File: config.mk
export PLATFORM = sky130hd
export DESIGN_NAME = vic_top
export DESIGN_NICKNAME = d
export VERILOG_FILES = /design/src/rtl/vic_pkg.sv /design/src/rtl/vic_core_if.sv /design/src/rtl/vic_latch.sv /design/src/rtl/vic_vector.sv /design/src/rtl/vic_top.sv
export SDC_FILE = /design/constraint.sdc
export NUM_CORES = 1
export LEC_CHECK = 0
export ABC_CLOCK_PERIOD_IN_PS = 2210
export BUFFER_PORTS_ARGS = -buffer_cell sky130_fd_sc_hd__buf_2
export CAP_MARGIN = 20
export CORE_UTILIZATION = 58
export CTS_BUF_LIST = sky130_fd_sc_hd__clkbuf_8 sky130_fd_sc_hd__clkbuf_16
export DETAILED_ROUTE_END_ITERATION = 12
export PLACE_DENSITY = 0.81
export REMOVE_ABC_BUFFERS = 1
export SLEW_MARGIN = 0
export SYNTH_ARGS = -nofsm -noshare
export SYNTH_HDL_FRONTEND = slang
export SYNTH_SLANG_ARGS = --single-unit
File: constraint.sdc
create_clock -name clk -period 2.21 [get_ports clk]
set_clock_uncertainty 0.2 [all_clocks]
set_input_delay 0.1105 -clock clk [delete_from_list [all_inputs] [get_ports clk]]
set_output_delay 0.1105 -clock clk [all_outputs]
set_load 0.005 [all_outputs]
File: src/rtl/vic_pkg.sv
// constants and types shared by the vectored interrupt controller
package vic_pkg;
	localparam int          VIC_NREQ        = 8;
	localparam int          VIC_FETCH_LEN   = 3;
	localparam logic [7:0]  VIC_LBR_OPCODE  = 8'hC0;
	localparam logic [7:0]  VIC_PAGE_RST    = 8'h00;
	localparam logic [7:0]  VIC_CTRL_RST    = 8'h00;
	localparam logic [7:0]  VIC_MASK_RST    = 8'h00;
	localparam logic [7:0]  VIC_DOUT_RST    = 8'h00;
	localparam logic [7:0]  VIC_REQ_IDLE    = 8'hFF;
	localparam logic [7:0]  VIC_PEND_RST    = 8'h00;
	localparam logic [7:0]  VIC_ZERO_BYTE   = 8'h00;
	localparam logic [7:0]  VIC_ONE_HOT0    = 8'h01;
	localparam logic [2:0]  VIC_NUM_RST     = 3'h0;
	// control byte field positions
	localparam int          VIC_CTRL_MIRQ   = 3;
	localparam int          VIC_CTRL_MMASK  = 2;
	localparam int          VIC_CTRL_IVL_HI = 1;
	localparam int          VIC_CTRL_IVL_LO = 0;

	// register select code, {select_addr_x, select_addr_y}
	typedef enum logic [1:0] {
		VIC_SEL_STAT = 2'b00,
		VIC_SEL_POLL = 2'b01,
		VIC_SEL_VECT = 2'b10,
		VIC_SEL_NONE = 2'b11
	} vic_sel_t;

	typedef enum logic [1:0] {
		VIC_IVL_2  = 2'b00,
		VIC_IVL_4  = 2'b01,
		VIC_IVL_8  = 2'b10,
		VIC_IVL_16 = 2'b11
	} vic_ivl_t;

	typedef enum logic [1:0] {
		VIC_BUS_IDLE = 2'b00,
		VIC_BUS_SEL  = 2'b01,
		VIC_BUS_RD   = 2'b10
	} vic_bus_t;

	typedef enum logic [1:0] {
		VIC_FB_OP = 2'b00,
		VIC_FB_HI = 2'b01,
		VIC_FB_LO = 2'b10
	} vic_fb_t;
endpackage : vic_pkg

File: src/rtl/vic_core_if.sv
// internal carrier between the bus core, the request latches and the vector builder
`timescale 1ns/10ps
`default_nettype none
interface vic_core_if;
	logic [7:0] req_n;
	logic [7:0] pending;
	logic [7:0] clr_one;
	logic       clr_all;
	logic [7:0] mask;
	logic [7:0] ctrl;
	logic [7:0] low_byte;
	logic [2:0] num;
	logic       active;

	modport latch  (input req_n, clr_one, clr_all, output pending);
	modport vector (input pending, mask, ctrl, output low_byte, num, active);
	modport core   (output req_n, clr_one, clr_all, mask, ctrl,
	                input pending, low_byte, num, active);
endinterface : vic_core_if
`default_nettype wire

File: src/rtl/vic_latch.sv
// falling-edge request latches, one per request input
`timescale 1ns/10ps
`default_nettype none
module vic_latch (
	input  wire logic clk,
	input  wire logic nrst,
	vic_core_if.latch lp
);
	logic [7:0] prev_ff;
	logic [7:0] pend_ff;

	assign lp.pending = pend_ff;

	genvar i;
	generate
		for (i = 0; i < vic_pkg::VIC_NREQ; i++) begin : g_req
			logic fall;
			logic clr;
			logic nxt_pend;
			assign fall     = prev_ff[i] & ~lp.req_n[i];
			assign clr      = lp.clr_all | lp.clr_one[i];
			// a new edge in the clearing cycle is kept
			assign nxt_pend = fall | (pend_ff[i] & ~clr);

			always_ff @(posedge clk) begin
				if (!nrst) begin
					prev_ff[i] <= vic_pkg::VIC_REQ_IDLE[i];
					pend_ff[i] <= vic_pkg::VIC_PEND_RST[i];
				end else begin
					prev_ff[i] <= lp.req_n[i];
					pend_ff[i] <= nxt_pend;
				end
			end

		end
	endgenerate
endmodule : vic_latch
`default_nettype wire

File: src/rtl/vic_vector.sv
// fixed-priority select and low vector byte builder
`timescale 1ns/10ps
`default_nettype none
module vic_vector (
	input  wire logic  clk,
	input  wire logic  nrst,
	vic_core_if.vector vp
);
	logic [7:0]      eff;
	logic [2:0]      num;
	logic [7:0]      low;
	vic_pkg::vic_ivl_t ivl;
	logic [2:0]      wgt;

	assign eff       = vp.pending & ~vp.mask;
	assign ivl       = vic_pkg::vic_ivl_t'(vp.ctrl[vic_pkg::VIC_CTRL_IVL_HI:vic_pkg::VIC_CTRL_IVL_LO]);
	assign vp.active = |eff;
	assign vp.num    = num;
	assign vp.low_byte = low;
	// bit index of the number field, counted apart from the slicing below
	assign wgt       = 3'(vp.ctrl[vic_pkg::VIC_CTRL_IVL_HI:vic_pkg::VIC_CTRL_IVL_LO]) + 3'h1;

	// later index wins, so input 7 is the highest
	always_comb begin
		num = vic_pkg::VIC_NUM_RST;
		for (int k = 0; k < vic_pkg::VIC_NREQ; k++) begin
			if (eff[k]) begin
				num = 3'(k);
			end
		end
	end

	// request number sits at the weight of the interval, below it zeros
	always_comb begin
		case (ivl)
			vic_pkg::VIC_IVL_2:  low = {vp.ctrl[7:4], num, 1'b0};
			vic_pkg::VIC_IVL_4:  low = {vp.ctrl[7:5], num, 2'b00};
			vic_pkg::VIC_IVL_8:  low = {vp.ctrl[7:6], num, 3'b000};
			vic_pkg::VIC_IVL_16: low = {vp.ctrl[7], num, 4'b0000};
			default:             low = {vp.ctrl[7:4], num, 1'b0};
		endcase
	end
endmodule : vic_vector
`default_nettype wire

File: src/rtl/vic_top.sv
// bus core of the eight-input vectored interrupt controller
// Function
// - a write-only page byte gives vector bits 15..8 for every request.
// - control bits 7..4 supply the programmed part of the low vector byte.
// - control bits 3..0 hold master interrupt reset, master mask reset, interval.
// - the interval decides how many control bits 7..4 reach the low byte.
// - low vector bits not from control hold the active request number, with zeros below it.
// - a one in the mask byte masks that request; chaining is never masked.
// - the status byte shows every pending request, masked or not.
// - the polling byte returns the low vector byte.
// - an interrupt fetch returns three bytes in consecutive reads; none are driven if the chaining input is low at the opcode byte.
// - the first fetch byte is the long-branch opcode C0.
// - the second fetch byte is the page byte unchanged.
// - the third byte is control bits plus the active request number.
// - access happens only when all chip selects are valid at the first pulse.
// - read with code x=1 y=0 returns branch and highest unmasked vector.
// - write with code x=1 y=0 loads the page byte.
// - write with code x=0 y=1 loads the control byte.
// - code 00 writes mask and reads status; code 11 does nothing.
// - read with code x=0 y=1 returns the polling byte.
// - chaining input takes a higher controller's interrupt; it takes precedence.
`timescale 1ns/10ps
`default_nettype none
module vic_top (
	input  wire logic       clk,
	input  wire logic       nrst,
	input  wire logic [7:0] request_inputs_n,
	input  wire logic       chain_in_n,
	input  wire logic       first_timing_pulse,
	input  wire logic       second_timing_pulse,
	input  wire logic       chip_sel,
	input  wire logic       chip_sel_n,
	input  wire logic       select_addr_x,
	input  wire logic       select_addr_y,
	input  wire logic       mem_read_strobe_n,
	input  wire logic       mem_write_strobe_n,
	input  wire logic [7:0] data_in,
	output logic      [7:0] data_out,
	output logic            data_oe_n,
	output logic            int_n
);
	vic_core_if cif ();

	logic                pulse_a_ff;
	logic                pulse_b_ff;
	vic_pkg::vic_bus_t   bus_ff;
	vic_pkg::vic_bus_t   nxt_bus;
	vic_pkg::vic_sel_t   code_ff;
	vic_pkg::vic_fb_t    fidx_ff;
	vic_pkg::vic_fb_t    nxt_fidx;
	logic                resp_ff;
	logic                hit_ff;
	logic [7:0]          page_ff;
	logic [7:0]          ctrl_ff;
	logic [7:0]          mask_ff;
	logic [7:0]          vec_lo_ff;
	logic [2:0]          vec_num_ff;
	logic [7:0]          data_out_ff;
	logic                oe_n_ff;
	logic                int_n_ff;
	logic                nxt_int_n;

	logic                pulse_a_fall;
	logic                pulse_b_rise;
	logic                cs_ok;
	vic_pkg::vic_sel_t   code_live;
	logic                in_sel;
	logic                rd_take;
	logic                wr_take;
	logic                rd_done;
	logic                fetch_take;
	logic                fetch_done;
	logic                fetch_last;
	logic                take_resp;
	logic                rd_drive;
	logic                wr_page;
	logic                wr_ctrl;
	logic                wr_mask;
	logic [7:0]          fetch_byte;
	logic [7:0]          rd_mux;

	// edges of the host timing pulses
	assign pulse_a_fall = pulse_a_ff & ~first_timing_pulse;
	assign pulse_b_rise = second_timing_pulse & ~pulse_b_ff;
	// select lines double as chip selects while the first pulse is up
	assign cs_ok      = chip_sel & ~chip_sel_n & select_addr_x & select_addr_y;
	assign code_live  = vic_pkg::vic_sel_t'({select_addr_x, select_addr_y});
	assign in_sel     = (bus_ff == vic_pkg::VIC_BUS_SEL);
	assign rd_take    = in_sel & pulse_b_rise & ~mem_read_strobe_n;
	assign wr_take    = in_sel & pulse_b_rise & ~mem_write_strobe_n & mem_read_strobe_n;
	assign rd_done    = (bus_ff == vic_pkg::VIC_BUS_RD) & mem_read_strobe_n;
	assign fetch_take = rd_take & (code_live == vic_pkg::VIC_SEL_VECT);
	assign fetch_done = rd_done & (code_ff == vic_pkg::VIC_SEL_VECT);
	assign fetch_last = fetch_done & (fidx_ff == vic_pkg::VIC_FB_LO);

	// decision to answer is made on the opcode byte and kept for the sequence
	assign take_resp  = (fidx_ff == vic_pkg::VIC_FB_OP) ? chain_in_n : resp_ff;
	assign rd_drive   = (code_live != vic_pkg::VIC_SEL_NONE) &
	                    ((code_live != vic_pkg::VIC_SEL_VECT) | take_resp);

	assign wr_page    = wr_take & (code_live == vic_pkg::VIC_SEL_VECT);
	assign wr_ctrl    = wr_take & (code_live == vic_pkg::VIC_SEL_POLL);
	assign wr_mask    = wr_take & (code_live == vic_pkg::VIC_SEL_STAT);

	// master mask reset lets all requests through without losing the mask
	assign cif.mask    = mask_ff & {8{ctrl_ff[vic_pkg::VIC_CTRL_MMASK]}};
	assign cif.ctrl    = ctrl_ff;
	assign cif.req_n   = request_inputs_n;
	assign cif.clr_all = rd_done & (code_ff == vic_pkg::VIC_SEL_STAT);
	assign cif.clr_one = (fetch_last & resp_ff & hit_ff) ?
	                     (vic_pkg::VIC_ONE_HOT0 << vec_num_ff) : vic_pkg::VIC_ZERO_BYTE;

	vic_latch u_latch (
		.clk  (clk),
		.nrst (nrst),
		.lp   (cif.latch)
	);

	vic_vector u_vector (
		.clk  (clk),
		.nrst (nrst),
		.vp   (cif.vector)
	);

	always_comb begin
		case (fidx_ff)
			vic_pkg::VIC_FB_OP: fetch_byte = vic_pkg::VIC_LBR_OPCODE;
			vic_pkg::VIC_FB_HI: fetch_byte = page_ff;
			vic_pkg::VIC_FB_LO: fetch_byte = vec_lo_ff;
			default:            fetch_byte = vic_pkg::VIC_LBR_OPCODE;
		endcase
	end

	always_comb begin
		case (code_live)
			vic_pkg::VIC_SEL_VECT: rd_mux = fetch_byte;
			vic_pkg::VIC_SEL_POLL: rd_mux = cif.low_byte;
			vic_pkg::VIC_SEL_STAT: rd_mux = cif.pending;
			default:               rd_mux = vic_pkg::VIC_ZERO_BYTE;
		endcase
	end

	always_comb begin
		nxt_bus = bus_ff;
		if (pulse_a_fall) begin
			nxt_bus = cs_ok ? vic_pkg::VIC_BUS_SEL : vic_pkg::VIC_BUS_IDLE;
		end else begin
			case (bus_ff)
				vic_pkg::VIC_BUS_IDLE: nxt_bus = vic_pkg::VIC_BUS_IDLE;
				vic_pkg::VIC_BUS_SEL: begin
					if (rd_take) begin
						nxt_bus = vic_pkg::VIC_BUS_RD;
					end else if (pulse_b_rise) begin
						nxt_bus = vic_pkg::VIC_BUS_IDLE;
					end
				end
				vic_pkg::VIC_BUS_RD: begin
					if (mem_read_strobe_n) begin
						nxt_bus = vic_pkg::VIC_BUS_IDLE;
					end
				end
				default: nxt_bus = vic_pkg::VIC_BUS_IDLE;
			endcase
		end
	end

	// any other access between fetch reads restarts the three-byte sequence
	always_comb begin
		nxt_fidx = fidx_ff;
		if (fetch_done) begin
			case (fidx_ff)
				vic_pkg::VIC_FB_OP: nxt_fidx = vic_pkg::VIC_FB_HI;
				vic_pkg::VIC_FB_HI: nxt_fidx = vic_pkg::VIC_FB_LO;
				default:            nxt_fidx = vic_pkg::VIC_FB_OP;
			endcase
		end else if ((rd_done | wr_take) & (code_ff != vic_pkg::VIC_SEL_VECT | wr_take)) begin
			nxt_fidx = vic_pkg::VIC_FB_OP;
		end
	end

	// the chained controller's request also pulls our output low
	assign nxt_int_n = ~((cif.active & ctrl_ff[vic_pkg::VIC_CTRL_MIRQ]) | ~chain_in_n);

	always_ff @(posedge clk) begin
		if (!nrst) begin
			pulse_a_ff <= 1'b0;
			pulse_b_ff <= 1'b0;
			bus_ff  <= vic_pkg::VIC_BUS_IDLE;
			code_ff <= vic_pkg::VIC_SEL_NONE;
			fidx_ff <= vic_pkg::VIC_FB_OP;
		end else begin
			pulse_a_ff <= first_timing_pulse;
			pulse_b_ff <= second_timing_pulse;
			bus_ff  <= nxt_bus;
			code_ff <= rd_take ? code_live : code_ff;
			fidx_ff <= nxt_fidx;
		end
	end

	always_ff @(posedge clk) begin
		if (!nrst) begin
			page_ff <= vic_pkg::VIC_PAGE_RST;
			ctrl_ff <= vic_pkg::VIC_CTRL_RST;
			mask_ff <= vic_pkg::VIC_MASK_RST;
		end else begin
			page_ff <= wr_page ? data_in : page_ff;
			ctrl_ff <= wr_ctrl ? data_in : ctrl_ff;
			mask_ff <= wr_mask ? data_in : mask_ff;
		end
	end

	// vector is frozen at the opcode byte so all three bytes agree
	always_ff @(posedge clk) begin
		if (!nrst) begin
			resp_ff    <= 1'b0;
			hit_ff     <= 1'b0;
			vec_lo_ff  <= vic_pkg::VIC_ZERO_BYTE;
			vec_num_ff <= vic_pkg::VIC_NUM_RST;
		end else if (fetch_take && fidx_ff == vic_pkg::VIC_FB_OP) begin
			resp_ff    <= chain_in_n;
			hit_ff     <= cif.active;
			vec_lo_ff  <= cif.low_byte;
			vec_num_ff <= cif.num;
		end
	end

	always_ff @(posedge clk) begin
		if (!nrst) begin
			data_out_ff <= vic_pkg::VIC_DOUT_RST;
			oe_n_ff     <= 1'b1;
			int_n_ff    <= 1'b1;
		end else begin
			data_out_ff <= rd_take ? rd_mux : data_out_ff;
			if (rd_take && rd_drive) begin
				oe_n_ff <= 1'b0;
			end else if (rd_done || pulse_a_fall) begin
				oe_n_ff <= 1'b1;
			end
			int_n_ff <= nxt_int_n;
		end
	end

	assign data_out  = data_out_ff;
	assign data_oe_n = oe_n_ff;
	assign int_n     = int_n_ff;

	logic rd_vect;
	assign rd_vect = (bus_ff == vic_pkg::VIC_BUS_RD) && (code_ff == vic_pkg::VIC_SEL_VECT);
endmodule : vic_top
`default_nettype wire

==> results.json <==
{
  "outcome": "finished with violations",
  "violations": "hold timing",
  "power_mw": 2.46,
  "grt_pass1_wl_um": 13900,
  "slowest_delay_ns": 0.52,
  "relSlewSlack_pct": 58.4,
  "yosysWarningCount": 0,
  "clock-sinks": 70,
  "timing.fmax_mhz": 502,
  "hold_start": "select_addr_x",
  "synth_top_family_by_area": "simple AND/OR/NAND/NOR gates",
  "hold_violations": 1,
  "io_buffers": 36,
  "wl_per_cell_um": 16.8,
  "netlist_area_um2": 3230,
  "synth_fa_ha_area_share_pct": 1.55,
  "synth_cell_types": 59,
  "endpoint_kind": "register",
  "power_density_nw_per_um2": 632,
  "timing.rr.end": "u_latch.lp.pending[3]",
  "crit_required_ns": 2.28,
  "hold_class": "in -> reg",
  "fp.dieW_um": 76.6,
  "min_to": "bus_ff[0]",
  "worst_slew_pin_slew_ns": 0.622,
  "die-area_um2": 5870,
  "synth-main-ff-cell": "dfxtp_1",
  "cts_root_buffer": "clkbuf_8",
  "routed_via_density": 6.05,
  "tns_ns": 0,
  "firstDrtPassIters": 5,
  "dp_hpwl_um": 5740,
  "async_flop_share_pct": 0,
  "syn_area_per_cell_um2": 8.95,
  "whs_path_depth": 3,
  "yosys_register_bits": 70,
  "grt_max_degree": 18,
  "startpoint": "second_timing_pulse",
  "ant_nets": 0,
  "crit_chain": "dlygate4sd3_1 -> buf_2 -> nor2b_4 -> and3b_4 -> nor2b_4 -> and3_1 -> buf_4 -> nor2_1 -> a311oi_2",
  "start_util_pct": 61.7,
  "synth_compound_area_share_pct": 20.2,
  "insertion_delay_ns": 0.36,
  "yosys.area.top_type_share_pct": 43.4,
  "cts_tree": "done",
  "core_um2": 5240,
  "via_count": 3011,
  "fin_crit_ns": 1.99,
  "synth_largest_area_cell": "dfxtp_1",
  "holdWs_ns": -0.0478,
  "worstRegToRegCells": 6,
  "fp.dieH_um": 76.6,
  "maxSlewViolCount": 0,
  "slowest_stage": "dlygate4sd3_1",
  "max_cap_violations": 0,
  "ios": 37,
  "yosys-top-cells-area": "dfxtp_1 43%, mux2i_1 8.1%, nor2_1 6.4%, a21oi_1 3.1%, nand2_1 2.9%",
  "row_count": 26,
  "cts_made_buffers": 9,
  "antenna_found_initial": 0,
  "rsz0062_at_grt": "false",
  "drc": 0,
  "overflow": 0,
  "path_class": "in -> reg",
  "clkSlewWorstSetupHoldPaths_ns": 0.07,
  "post-cts-setup-buffers": 0,
  "htreeDepth": 3,
  "ys_seq_area_share_pct": 43.4,
  "syn_inst": 361,
  "place_area_um2": 3450,
  "clock_path_buffers": 2,
  "start_kind": "input port",
  "power.leakage_nw": 1.70,
  "grt_pass1_vias": 2881,
  "worstPathArrival_ns": 2.06,
  "cp_max_fo": 14,
  "yosys.area_share.simple_pct": 21.5,
  "timing.critical_path.mode_cell": "nor2b_4",
  "finalSetupViolations": 0,
  "reg2reg_slack_ns": 0.25,
  "timing.final.crit_share_pct": 90.1,
  "drive_above_1_share_pct": 18.9,
  "area_growth_pct": 20.3,
  "fin_area_um2": 3890,
  "synthMuxAreaShare_pct": 8.05,
  "first_iter_violations": 263,
  "diodes": 0,
  "yosys.cell_count.top_type": "dfxtp_1",
  "layout.nets": 454,
  "synth-xor-area-share_pct": 0,
  "gp_congestion": 0.864,
  "routed_wl_um": 8390,
  "grt_usage_pct": 30.9,
  "peakVddDrop_uv": 481,
  "reg2reg_from": "fidx_ff[0]",
  "synth-edff-count": 0,
  "synth_commonest_cells": "70 x dfxtp_1, 55 x nor2_1, 26 x mux2i_1"
}
[through the flow]
step	worst slack, ns	hold WS (ns)	util [%]	instances
4_1_cts	0.113	0.0487	74.4	499
3_5_place_dp	0.315	0.102	65.9	455
3_3_place_gp	0.347	0.0968	65.9	455
5_1_grt	0.102	0.0589	74.2	498
2_1_floorplan	0.261	-0.0276	-	341
6_report	0.219	-0.0478	74.2	498
[state kept, by name (all words and copies together) (netlist names)]
name,count
vec_num_ff,3
pulse_b_ff,1
int_n,1
resp_ff,1
page_ff,8
u_latch.lp.pending,8
data_oe_n,1
u_latch.prev_ff,8
fidx_ff,2
data_out,8
pulse_a_ff,1
code_ff,2
hit_ff,1
cif.ctrl,8
mask_ff,8
vec_lo_ff,7
bus_ff,2
[area by class of cell]
type                            instances  area (um^2)
Multi-Input combinational cell        254         1660
Sequential cell                        70         1400
Fill cell                             385         1350
Timing Repair Buffer                   71          510
Clock buffer                           10          138
Tap cell                               70         87.6
Inverter                               17         63.8
Clock inverter                          6         31.3
[cell usage in the layout (no fill, tap or decap), types with 3 or more instances in the layout]
master	instances
a21oi_1	20
a22oi_1	8
a31oi_1	4
a32o_1	8
and3_1	5
buf_2	36
buf_4	8
clkbuf_8	10
dfxtp_1	70
dlygate4sd3_1	27
ha_1	4
inv_1	20
mux2i_1	26
nand2_1	25
nand2_2	3
nand2b_1	9
nand3_1	9
nor2_1	55
nor2b_1	7
nor3_1	4
o211ai_1	3
o21ai_0	13
o221ai_1	4
[worst max-delay path: cells and delay by family]
kind	cells	cell delay (ns)
buf+inv	3	0.85
compound gates	1	0.23
simple gates	5	0.87
[power breakdown]
group / total, mW / leakage (nW) / internal [mW] / switching [mW]
sequential: 1.31 / 0.570 / 1.29 / 0.0274
combinational: 0.243 / 1.04 / 0.116 / 0.127
clock: 0.900 / 0.0921 / 0.423 / 0.477
[kinds of logic after synthesis]
| kind of cell | count (synthesis) |
|---|---|
| AO/OA/AOI/OAI | 87 |
| AND/OR/NAND/NOR | 137 |
| adder cells (fa/ha/maj) | 4 |
| buffers and inverters | 37 |
| multiplexers | 26 |
| flip-flops | 70 |
[metal layers]
metal  up-vias  wire, um  global-route usage, %
met5         -         0                      0
met4         0       223                   16.7
met3        23       711                   7.43
met2       149      4000                   50.9
met1      1430      3450                   37.1
li1       1409         -                      -
[timing repair]
item                                    CTS  global route
hold endpoints to repair                 57             0
endpoints found under the setup margin    0             1
hold buffers                             28             0
gates resized for setup                   0             0
[how the worst max path moves through the flow]
stage                             to  slack, ns  cells past startpoint
6_report               vec_num_ff[2]       0.22                      9
3_3_place_gp             data_out[4]       0.35                      6
2_1_floorplan          vec_num_ff[2]       0.26                      6
3_5_place_dp   u_latch.lp.pending[3]       0.32                      6
5_1_grt                vec_num_ff[2]       0.10                      9
4_1_cts                    bus_ff[0]       0.11                      7
Note: power is estimated with default switching activity, not from simulation.
